### config.mk
export PLATFORM = sky130hd
export DESIGN_NAME = css_sequencer
export DESIGN_NICKNAME = d
export VERILOG_FILES = /design/src/inc/css_pkg.sv /design/src/core/css_phase_match.sv /design/src/core/css_sequencer.sv
export VERILOG_INCLUDE_DIRS = /design/src /design/src/inc
export SDC_FILE = /design/constraint.sdc
export NUM_CORES = 1
export LEC_CHECK = 0
export ABC_AREA = 1
export BUFFER_PORTS_ARGS = -buffer_cell sky130_fd_sc_hd__buf_2
export CAP_MARGIN = 30
export CORE_MARGIN = 1.5
export CORE_UTILIZATION = 35
export DETAILED_ROUTE_END_ITERATION = 8
export GPL_TIMING_DRIVEN = 0
export MAX_ROUTING_LAYER = met4
export PLACE_DENSITY = 0.71
export REMOVE_ABC_BUFFERS = 1
export SETUP_SLACK_MARGIN = 0.4
export SYNTH_ARGS = -nofsm -noshare
export SYNTH_HDL_FRONTEND = slang
export SYNTH_HIERARCHICAL = 1
export SYNTH_SLANG_ARGS = --single-unit
### constraint.sdc
create_clock -name mclk -period 2.06 [get_ports mclk]
set_input_delay 0.206 -clock mclk [delete_from_list [all_inputs] [get_ports mclk]]
set_output_delay 0.206 -clock mclk [all_outputs]
set_load 0.01 [all_outputs]
### src/inc/css_defines.svh
// Constants for the configuration startup sequencer.
`ifndef CSS_DEFINES_SVH
`define CSS_DEFINES_SVH
`define CSS_PHASE_W        3
`define CSS_LAST_PHASE     3'h7
`define CSS_DONE_DEF       4'h4
`define CSS_IO_REL_DEF     4'h5
`define CSS_WE_DEF         4'h6
`define CSS_IMP_AUTO_PHASE 4'h2
`define CSS_SEL_DONE       4'h8
`define CSS_SEL_KEEP       4'h9
`define CSS_SEL_NO_WAIT    4'hA
`define CSS_SEL_AUTO       4'hB
`define CSS_LOCK_NONE      2'h0
`define CSS_LOCK_ONE       2'h1
`define CSS_LOCK_TWO       2'h2
`endif

### src/inc/css_pkg.sv
// Types shared by the configuration startup sequencer files.
package css_pkg;
   // Startup clock sources.
   typedef enum logic [1:0] {
      CSS_CLK_CONFIG,
      CSS_CLK_USER,
      CSS_CLK_SCAN
   } css_clk_sel_t;
   // Internal configuration port choices.
   typedef enum logic [1:0] {
      CSS_PORT_AUTO,
      CSS_PORT_TOP,
      CSS_PORT_BOTTOM
   } css_port_sel_t;
   // Phase selection fields; codes 0..7 name a phase, codes with bit three set are special.
   typedef struct packed {
      logic [3:0] done_sel;
      logic [3:0] io_rel_sel;
      logic [3:0] we_sel;
      logic [3:0] lock_sel;
      logic [3:0] imp_sel;
   } css_phase_cfg_t;
   // Global control outputs.
   typedef struct packed {
      logic done;
      logic tristate;
      logic write_en;
      logic bram_en;
      logic out_hold;
      logic set_reset;
   } css_glob_t;
endpackage

### src/core/css_phase_match.sv
// Phase selection matcher for the startup sequencer.
`timescale 1ns/1ps
`default_nettype none
`include "css_defines.svh"
module css_phase_match (
   input  wire logic [3:0] sel,        // Selection code.
   input  wire logic [2:0] phase,      // Current phase.
   input  wire logic       done_seen,  // Done state already entered.
   output logic            hit         // Selected phase reached.
);
   // A numbered phase fires once reached; done follows the done state; keep never fires.
   always_comb begin
      if (sel == `CSS_SEL_DONE) begin
         hit = done_seen;
      end else if (sel[3]) begin
         hit = 1'b0;
      end else begin
         hit = (phase >= sel[2:0]);
      end
   end
endmodule
`default_nettype wire

### src/core/css_sequencer.sv
// Configuration startup sequencer: phase stepping and global control outputs.
`timescale 1ns/1ps
`default_nettype none
`include "css_defines.svh"
//
// Operation
// - done output fires in selected phase, default 4.
// - tristate release in selected phase, default 5.
// - global write enable in selected phase, default 6.
// - block RAM access blocked before write enable.
// - hold in lock phase until managers lock.
// - no_wait_a ignores clock manager lock.
// - stall in impedance phase until matched.
// - reaching wait phase does not start matching.
// - automatic impedance phase resolves to two or none.
// - done pipeline waits pin high plus edge.
// - startup clock selectable config, user or scan.
// - live reconfig suppresses hold and set reset.
// - lock levels refuse readback and reconfiguration.
// - frame check mismatch pulls init low and raises error.
// - internal port routed to top or bottom.
// - monitor safe mode during reconfig when enabled.
module css_sequencer #(
   parameter logic [3:0] DONE_DEF = `CSS_DONE_DEF  // Default done phase.
) (
   input  wire logic                  mclk,               // System clock.
   input  wire logic                  nrst,               // Synchronous reset, active low.
   input  wire logic                  start,              // Configuration loaded, begin startup.
   input  wire css_pkg::css_phase_cfg_t phase_cfg,        // Phase selections.
   input  wire css_pkg::css_clk_sel_t sequencer_clock_sel,// Startup clock source.
   input  wire logic                  config_clock,       // Configuration clock level.
   input  wire logic                  user_clock_source,  // User clock level.
   input  wire logic                  scan_clock_source,  // Scan clock level.
   input  wire logic                  clk_mgr_locked,     // All clock managers locked.
   input  wire logic                  impedance_match,    // Impedance matching complete.
   input  wire logic                  design_uses_match,  // Design has matched I/O.
   input  wire logic                  done_pipeline,      // Wait for done pin first.
   input  wire logic                  config_done_pin,    // Level seen on the done pin.
   input  wire logic                  live_reconfig_hold, // Suppress hold and set reset.
   input  wire logic                  in_configuration,   // Configuration under way.
   input  wire logic [1:0]            readback_lock_level,// Security level.
   input  wire logic                  readback_req,       // Readback requested.
   input  wire logic                  reconfig_req,       // Reconfiguration requested.
   input  wire logic                  frame_check_insert, // Frame check enable.
   input  wire logic                  frame_word_valid,   // Check word strobe.
   input  wire logic [31:0]           frame_check_calc,   // Computed check value.
   input  wire logic [31:0]           frame_check_rx,     // Check value from stream.
   input  wire logic                  frame_clear,        // Clears frame error.
   input  wire css_pkg::css_port_sel_t internal_port_sel, // Port selection.
   input  wire logic                  port_access,        // Internal access request.
   input  wire logic                  monitor_safe_reconfig, // Monitor safe mode enable.
   input  wire logic                  partial_reconfig,   // Partial reconfig under way.
   input  wire logic                  bram_req,           // Block RAM access request.
   output logic [2:0]                 phase_q,            // Current startup phase.
   output css_pkg::css_glob_t         glob_q,             // Global controls.
   output logic                       config_done,        // Done output.
   output logic                       init_status_n,      // Init status, low on error.
   output logic                       frame_error_flag,   // Frame check error.
   output logic                       readback_grant,     // Readback permitted.
   output logic                       reconfig_grant,     // Reconfiguration permitted.
   output logic                       port_top_sel,       // Top internal port active.
   output logic                       port_bottom_sel,    // Bottom internal port active.
   output logic                       monitor_safe_mode,  // Analog monitor safe mode.
   output logic                       bram_grant          // Block RAM access granted.
);
   // ************************************************************
   // Startup clock selection and edge detection
   // ************************************************************
   logic sel_clk;      // Selected startup clock level.
   logic sel_clk_q;    // Previous level for edge detection.
   logic clk_rise;     // Rising edge of selected clock.
   logic running_q;    // Sequence in progress.
   logic done_seen_q;  // Done state entered.
   logic pipe_arm_q;   // Done pin observed high, awaiting edge.

   // The clock inputs are sampled levels, so only rising edges are stepped on.
   always_comb begin
      case (sequencer_clock_sel)
         css_pkg::CSS_CLK_USER: sel_clk = user_clock_source;
         css_pkg::CSS_CLK_SCAN: sel_clk = scan_clock_source;
         default:               sel_clk = config_clock;
      endcase
   end

   // Previous clock level register.
   always_ff @(posedge mclk) begin
      if (!nrst) begin
         sel_clk_q <= 1'b0;
      end else begin
         sel_clk_q <= sel_clk;
      end
   end

   assign clk_rise = sel_clk & ~sel_clk_q;

   // ************************************************************
   // Wait conditions
   // ************************************************************
   logic [3:0] imp_eff;   // Resolved impedance wait selection.
   logic       lock_hold; // Lock wait holding the phase.
   logic       imp_hold;  // Impedance wait holding the phase.
   logic       advance;   // Phase steps this cycle.

   // Automatic impedance choice depends on whether matched I/O is used.
   always_comb begin
      if (phase_cfg.imp_sel == `CSS_SEL_AUTO) begin
         imp_eff = design_uses_match ? `CSS_IMP_AUTO_PHASE : `CSS_SEL_NO_WAIT;
      end else begin
         imp_eff = phase_cfg.imp_sel;
      end
   end

   // Codes with bit three set mean no wait; lock status is then ignored.
   assign lock_hold = !phase_cfg.lock_sel[3] && (phase_q == phase_cfg.lock_sel[2:0])
                      && !clk_mgr_locked;
   // The matching itself runs elsewhere; this only holds until it reports done.
   assign imp_hold  = !imp_eff[3] && (phase_q == imp_eff[2:0]) && !impedance_match;
   assign advance   = running_q && clk_rise && !lock_hold && !imp_hold
                      && (phase_q != `CSS_LAST_PHASE);

   // ************************************************************
   // Phase counter
   // ************************************************************
   // One phase per selected clock edge; a stalled edge is simply dropped.
   always_ff @(posedge mclk) begin
      if (!nrst) begin
         phase_q <= 3'h0;
      end else if (!running_q) begin
         phase_q <= 3'h0;
      end else if (advance) begin
         phase_q <= phase_q + 3'h1;
      end
   end

   // Run flag rises on start and stays until reset.
   always_ff @(posedge mclk) begin
      if (!nrst) begin
         running_q <= 1'b0;
      end else if (start) begin
         running_q <= 1'b1;
      end
   end

   // ************************************************************
   // Phase matches
   // ************************************************************
   logic done_hit; // Done phase reached.
   logic io_hit;   // Tristate release phase reached.
   logic we_hit;   // Write enable phase reached.

   css_phase_match u_done (
      .sel       (phase_cfg.done_sel),
      .phase     (phase_q),
      .done_seen (1'b0),
      .hit       (done_hit)
   );
   css_phase_match u_io (
      .sel       (phase_cfg.io_rel_sel),
      .phase     (phase_q),
      .done_seen (done_seen_q),
      .hit       (io_hit)
   );
   css_phase_match u_we (
      .sel       (phase_cfg.we_sel),
      .phase     (phase_q),
      .done_seen (done_seen_q),
      .hit       (we_hit)
   );

   // ************************************************************
   // Done state with optional pipeline
   // ************************************************************
   // With the pipeline, the done pin must read high and one more edge must pass.
   always_ff @(posedge mclk) begin
      if (!nrst) begin
         pipe_arm_q  <= 1'b0;
         done_seen_q <= 1'b0;
      end else if (running_q && done_hit && !done_seen_q) begin
         if (!done_pipeline) begin
            done_seen_q <= 1'b1;
         end else if (pipe_arm_q && clk_rise) begin
            done_seen_q <= 1'b1;
         end else if (config_done_pin) begin
            pipe_arm_q  <= 1'b1;
         end
      end
   end

   // Done output register; the master keeps clocking until this is high.
   always_ff @(posedge mclk) begin
      if (!nrst) begin
         config_done <= 1'b0;
      end else begin
         config_done <= done_seen_q;
      end
   end

   // ************************************************************
   // Global controls
   // ************************************************************
   // Tristate is held until release; write enable and block RAM follow one phase.
   always_ff @(posedge mclk) begin
      if (!nrst) begin
         glob_q <= '{done: 1'b0, tristate: 1'b1, write_en: 1'b0, bram_en: 1'b0,
                     out_hold: 1'b0, set_reset: 1'b0};
      end else begin
         glob_q.done      <= done_seen_q;
         glob_q.tristate  <= !(running_q && io_hit);
         glob_q.write_en  <= running_q && we_hit;
         glob_q.bram_en   <= running_q && we_hit;
         glob_q.out_hold  <= in_configuration && !live_reconfig_hold;
         glob_q.set_reset <= in_configuration && !live_reconfig_hold;
      end
   end

   // Block RAM requests are refused until write enable is on.
   always_ff @(posedge mclk) begin
      if (!nrst) begin
         bram_grant <= 1'b0;
      end else begin
         bram_grant <= bram_req && running_q && we_hit;
      end
   end

   // ************************************************************
   // Security, port routing and monitor mode
   // ************************************************************
   // Level one blocks readback; level two blocks readback and reconfiguration.
   always_ff @(posedge mclk) begin
      if (!nrst) begin
         readback_grant <= 1'b0;
         reconfig_grant <= 1'b0;
      end else begin
         readback_grant <= readback_req && (readback_lock_level == `CSS_LOCK_NONE);
         reconfig_grant <= reconfig_req && (readback_lock_level != `CSS_LOCK_TWO);
      end
   end

   // Automatic selection settles on the top port.
   always_ff @(posedge mclk) begin
      if (!nrst) begin
         port_top_sel    <= 1'b0;
         port_bottom_sel <= 1'b0;
      end else begin
         port_top_sel    <= port_access && (internal_port_sel != css_pkg::CSS_PORT_BOTTOM);
         port_bottom_sel <= port_access && (internal_port_sel == css_pkg::CSS_PORT_BOTTOM);
      end
   end

   // Safe mode only while a partial reconfiguration runs with the option on.
   always_ff @(posedge mclk) begin
      if (!nrst) begin
         monitor_safe_mode <= 1'b0;
      end else begin
         monitor_safe_mode <= monitor_safe_reconfig && partial_reconfig;
      end
   end

   // ************************************************************
   // Frame check
   // ************************************************************
   logic mismatch; // Check word disagrees with computed value.

   assign mismatch = frame_check_insert && frame_word_valid
                     && (frame_check_calc != frame_check_rx);

   // Error is sticky; a new mismatch wins over a clear in the same cycle.
   always_ff @(posedge mclk) begin
      if (!nrst) begin
         frame_error_flag <= 1'b0;
         init_status_n    <= 1'b1;
      end else if (mismatch) begin
         frame_error_flag <= 1'b1;
         init_status_n    <= 1'b0;
      end else if (frame_clear) begin
         frame_error_flag <= 1'b0;
         init_status_n    <= 1'b1;
      end
   end
endmodule
`default_nettype wire

# Word level (Yosys, flattened, before mapping)
# Cells that the tools add are included.
[totals]
reg_bits = 19
latchBits = 0
mem_bits_rw = 0
rom_bits = 0
in_bits = 112
out_inout_bits = 18
elab_cells = 90
n_memories = 0
[op_classes]
addsub = 1
mul = 0
div = 0
n_lt_le_gt_ge = 3
eq_ne = 14
shift = 0
mux = 15
n_bitwise = 3
reduce_logical = 37
[ops]
columns = ["operator", "count"]
rows = [
  ["$ne A32 B32 Y1", 1],
  ["$logic_and A1 B1 Y1", 23],
  ["$eq A4 B4 Y1 const B", 4],
  ["$mux W1", 12],
  ["$ge A3 B3 Y1", 3],
  ["$logic_not A1 Y1", 9],
  ["$mux W4", 2],
  ["$eq A3 B3 Y1", 2],
  ["$eq A2 B2 Y1 const B", 2],
  ["$ne A2 B2 Y1 const B", 2],
  ["$reduce_and A2 Y1", 2],
  ["$reduce_and A4 Y1", 1],
  ["$add A3 B1 Y3 const B", 1],
  ["$ne A3 B3 Y1 const B", 1],
  ["$eq A2 B1 Y1 const B", 1],
  ["$logic_not A2 Y1", 1],
  ["$ne A2 B1 Y1 const B", 1],
  ["$not A1 Y1", 2],
  ["$pmux W1 S2", 1],
  ["$reduce_bool A2 Y1", 1],
  ["$and A1 B1 Y1", 1],
]

# Logic depth before layout (Yosys ltp)
[depth]
depth_word = 8
ltp_mapped = 12
depth_no_buf = 12

# Cells and area by module
# Netlist, hierarchy kept.
[modules_own_cells]
columns = ["mod", "instances", "cells_each", "area_per_inst_um2", "seq_area_each_um2"]
rows = [
  ["css_sequencer", 1, 229, 1401.3, 380.4],
  ["css_phase_match", 3, 18, 97.6, 0.0],
]

# Worst setup path after synthesis
# OpenSTA, ideal clock, no wires.
[synth_path]
kind = "register to register"
start = "register phase_q[0]"
end = "register pipe_arm_q"
setup_time_ns = 0.070
arrival_time_ns = 1.313
t_required_ns = 1.990
slack_ns = 0.678
path_stages_with_launch = 13
path_buffers = 0
synth_period_minus_slack_ns = 1.382
cell_sequence = "dfxtp_1 > inv_1 > ha_1 > inv_1 > nand2_1 > nand2_1 > nand2_1 > nand2_1 > nand2_1 > nand2_1 > inv_1 > nand4_1 > a21oi_1"
[synth_via]
elab_chain_cells = 6
[synth_lines]
columns = ["element", "line", "source"]
rows = [
  ["start: declaration", "css_sequencer.sv:54", "output logic [2:0] phase_q,"],
  ["start signal: assignment", "css_sequencer.sv:131", "phase_q <= phase_q + 3'h1;"],
  ["$ge A3 B3 Y1", "css_phase_match.sv:18", "hit = (phase >= sel[2:0]);"],
  ["$mux W1", "css_phase_match.sv:15", "end else if (sel[3]) begin"],
  ["$mux W1", "css_phase_match.sv:13", "if (sel == `CSS_SEL_DONE) begin"],
  ["named net done_hit", "css_sequencer.sv:147", "logic done_hit;"],
  ["$logic_and A1 B1 Y1 (2 in a row)", "css_sequencer.sv:178", "end else if (running_q && done_hit && !done_seen_q) begin"],
  ["$reduce_and A4 Y1 (no line)", "n/a", ""],
  ["end signal: assignment", "css_sequencer.sv:176", "pipe_arm_q <= 1'b0;"],
  ["end signal: assignment", "css_sequencer.sv:184", "pipe_arm_q <= 1'b1;"],
  ["end: declaration", "css_sequencer.sv:74", "logic pipe_arm_q;"],
]
# The timed path passes the listed nets, and every way through them passes these cells.
# A chain may end at the register's enable or synchronous reset.

# Final worst setup path
[layout_path]
start = "register phase_q[1]"
end = "register pipe_arm_q"
# Same word-level chain as after synthesis.

==> qor.txt <==
Final #Nets - 538
top-count cell post-synth - nand2_1
area occupied by multi-input gates - 1057 um2
Primary FF master, synth - dfxtp_1
max frequency - 0.6825 GHz
initial antenna violation count - 0
Clock Latency Late Sink - 0.25 ns
Die Height - 72.57 um
via count - 2004
run status - finished clean
DRT Wirelength - 4163 um
grt total ovfl - 0
Worst Setup End Kind - flip-flop
WL/cell - 8.933 um
register area share after synthesis - 0.2245
share of cells above drive strength 1 - 0.3447
Layout area overhead - 43.28%
routability congestion estimate - 0.8615
fillers - 490
hold path start - live_reconfig_hold
die area - 5266 um2
CP Data Required Time - 2.20 ns
starting density of the core - 0.3611
first-pass GRT wire length - 6762 um
drt initial violations - 28
synth cell count leaders - 100 x nand2_1, 60 x inv_1, 28 x nor2_1
# rows - 25
CTS tree - built
Register Area - 382.9 um2
Max VDD drop - 349.2 uV
Synth Register Bits - 19
Yosys top cell by area - dfxtp_1
Final Hold Viols - 0
Die W - 72.57 um
crit path from - phase_q[1]$_SDFFE_PN0P_
top-area cell type share of the netlist area - 0.2245
Post-synth EDFFs - 0
Slew Limit Fails - 0
max_cap viols - 0
register share of total power - 0.406
post-route ant nets - 0
residual DRC count - 0
clock-pin slew on the worst setup and hold paths - 0.07 ns
Distinct cells, synth - 24
ant diodes - 0
drt pass-1 iters - 4
final-report setup violation count - 0
# H-tree levels - 1
Clock Tree Buf Depth - 2
final core occ - 0.5173
FF-to-FF End - pipe_arm_q$_SDFFE_PN0P_
Mapped Area - 1694 um2
syn avg cell area - 5.986 um2
Worst Path Arrival - 1.61 ns
Tmin final - 1.465 ns
Hold-fix buffers, CTS - 0
clock network power share - 0.263
Clock Skew - 0.001233 ns
P_int - 0.6882 mW
I/O pin total - 130
pin count of the biggest net entering global routing - 11
Crit Path Class - reg2reg
vias in the first global route - 1785
Syn Inst Count - 283
CP Launch Type - flip-flop
Comb pwr share - 0.331
crit-path max FO - 10
Num CTS Buffers - 3
reg2reg setup slack - 0.59 ns
post-route clock period utilization - 0.7112
RSZ-0062 raised after global routing - no
Vias per Instance - 4.300
switching power - 0.2805 mW
Synth Warn # - 6
CTS sink cnt - 19
setup TNS - 0 ns
Global Route Usage Sum - 0.1630
fraction of registers with async set/reset - 0
ranking of synthesized cells by area - dfxtp_1 22%, nand2_1 22%, inv_1 13%
Worst R2R Start - phase_q[1]$_SDFFE_PN0P_
Hold Crit Depth - 2
Hold/Removal Path Class - in2reg
hpwl dp - 3810 um
power per cell area - 399.0 nW/um2
root buffer cell - clkbuf_8
sw frac - 0.2895
Hold Crit Endpoint - glob_q[0]$_SDFF_PN0_
core area - 4692 um2
FF-to-FF path depth - 11
Leak Pwr - 1.512 nW
# port buffers - 129
power by group through the flow:
| stage | registers [mW] | clock network (mW) | logic, mW |
|---|---|---|---|
| after CTS | 0.393 | 0.270 | 0.325 |
| after detailed placement | 0.402 | 0 | 0.324 |
| final | 0.393 | 0.255 | 0.320 |
| after floorplan | 0.406 | 0 | 0.162 |
| after global placement | 0.401 | 0 | 0.316 |
| after global routing | 0.396 | 0.275 | 0.370 |
area by class of cell:
type	instances	area share
tap	54	0.02784
sequential	19	0.1577
clock buffer	4	0.01856
multi-input combinational	199	0.4356
timing repair buffer	129	0.2660
inverter	61	0.09433
worst max path at each step:
stage | endpoint
floorplan | pipe_arm_q$_SDFFE_PN0P_
global placement | pipe_arm_q$_SDFFE_PN0P_
detailed placement | pipe_arm_q$_SDFFE_PN0P_
CTS | pipe_arm_q$_SDFFE_PN0P_
global route | pipe_arm_q$_SDFFE_PN0P_
finish | pipe_arm_q$_SDFFE_PN0P_
worst max-delay path: stages (launching register included):
cell and delay, ns:
dfxtp_1 0.53, ha_1 0.30, nand2_1 0.06, inv_1 0.03, nand2_1 0.04, nand2_1 0.05, nand2_1 0.05, nand2_1 0.05
nand2_1 0.06, inv_1 0.05, nand4_1 0.07, a21oi_1 0.06
layer usage:
metal	GRT usage	part of all wire	vias up
li1	-	-	1093
met1	0.1651	0.43	848
met2	0.3170	0.52	57
met3	0.02072	0.042	6
met4	0.05660	0.015	0
met5	-	0	-
registers in the layout, summed over array words and instances (netlist names):
register and flops:
glob_q 4, frame_error_flag 1, running_q 1, readback_grant 1, port_top_sel 1, phase_q 3, pipe_arm_q 1, done_seen_q 1
monitor_safe_mode 1, sel_clk_q 1, init_status_n 1, port_bottom_sel 1, reconfig_grant 1, bram_grant 1
logic make-up after synthesis:
family | Yosys count | share of synthesized area
buffers and inverters | 65 | 0.1514
adders and majority gates | 13 | 0.09601
other | 1 | 0.002214
DFF | 19 | 0.2245
AOI/OAI and AO/OA | 11 | 0.03249
and+or+nand+nor | 150 | 0.3693
xor gates and xnor gates | 24 | 0.1241
cells in the final DEF (no fill, tap or decap):
master	count
ha_1	13
o21ai_1	2
nand2_1	100
clkbuf_8	3
o21ai_0	2
xnor2_1	23
nor3_1	2
nor3b_1	1
dfxtp_2	2
nor3_2	1
a21oi_1	7
nand3_1	6
inv_2	1
inv_1	60
clkbuf_1	1
nor2_2	1
xor2_1	1
nand3_2	2
or2_2	1
dfxtp_1	17
nor2_4	1
nor2_1	28
buf_2	129
conb_1	1
nand2_2	1
nand4_1	6
timing repair:
item | in CTS | in global routing
endpoints found under the setup margin | 0 | 2
gates resized for setup | 0 | 2
buffers inserted | 0 | 0
metrics by stage:
step | setup WS, ns | instances | hold slack (ns) | instance area (um2) | power [mW]
detailed placement | 0.5276 | 462 | 0.3694 | 2380 | 0.7264
finish | 0.5949 | 466 | 0.1035 | 2427 | 0.9686
CTS | 0.5131 | 466 | 0.09632 | 2425 | 0.9886
global placement | 0.5484 | 462 | 0.3675 | 2380 | 0.7172
floorplan | 0.6777 | 279 | 0.2747 | 1667 | 0.5676
global route | 0.4058 | 466 | 0.09839 | 2427 | 1.041
(Power assumes the default switching activity.)
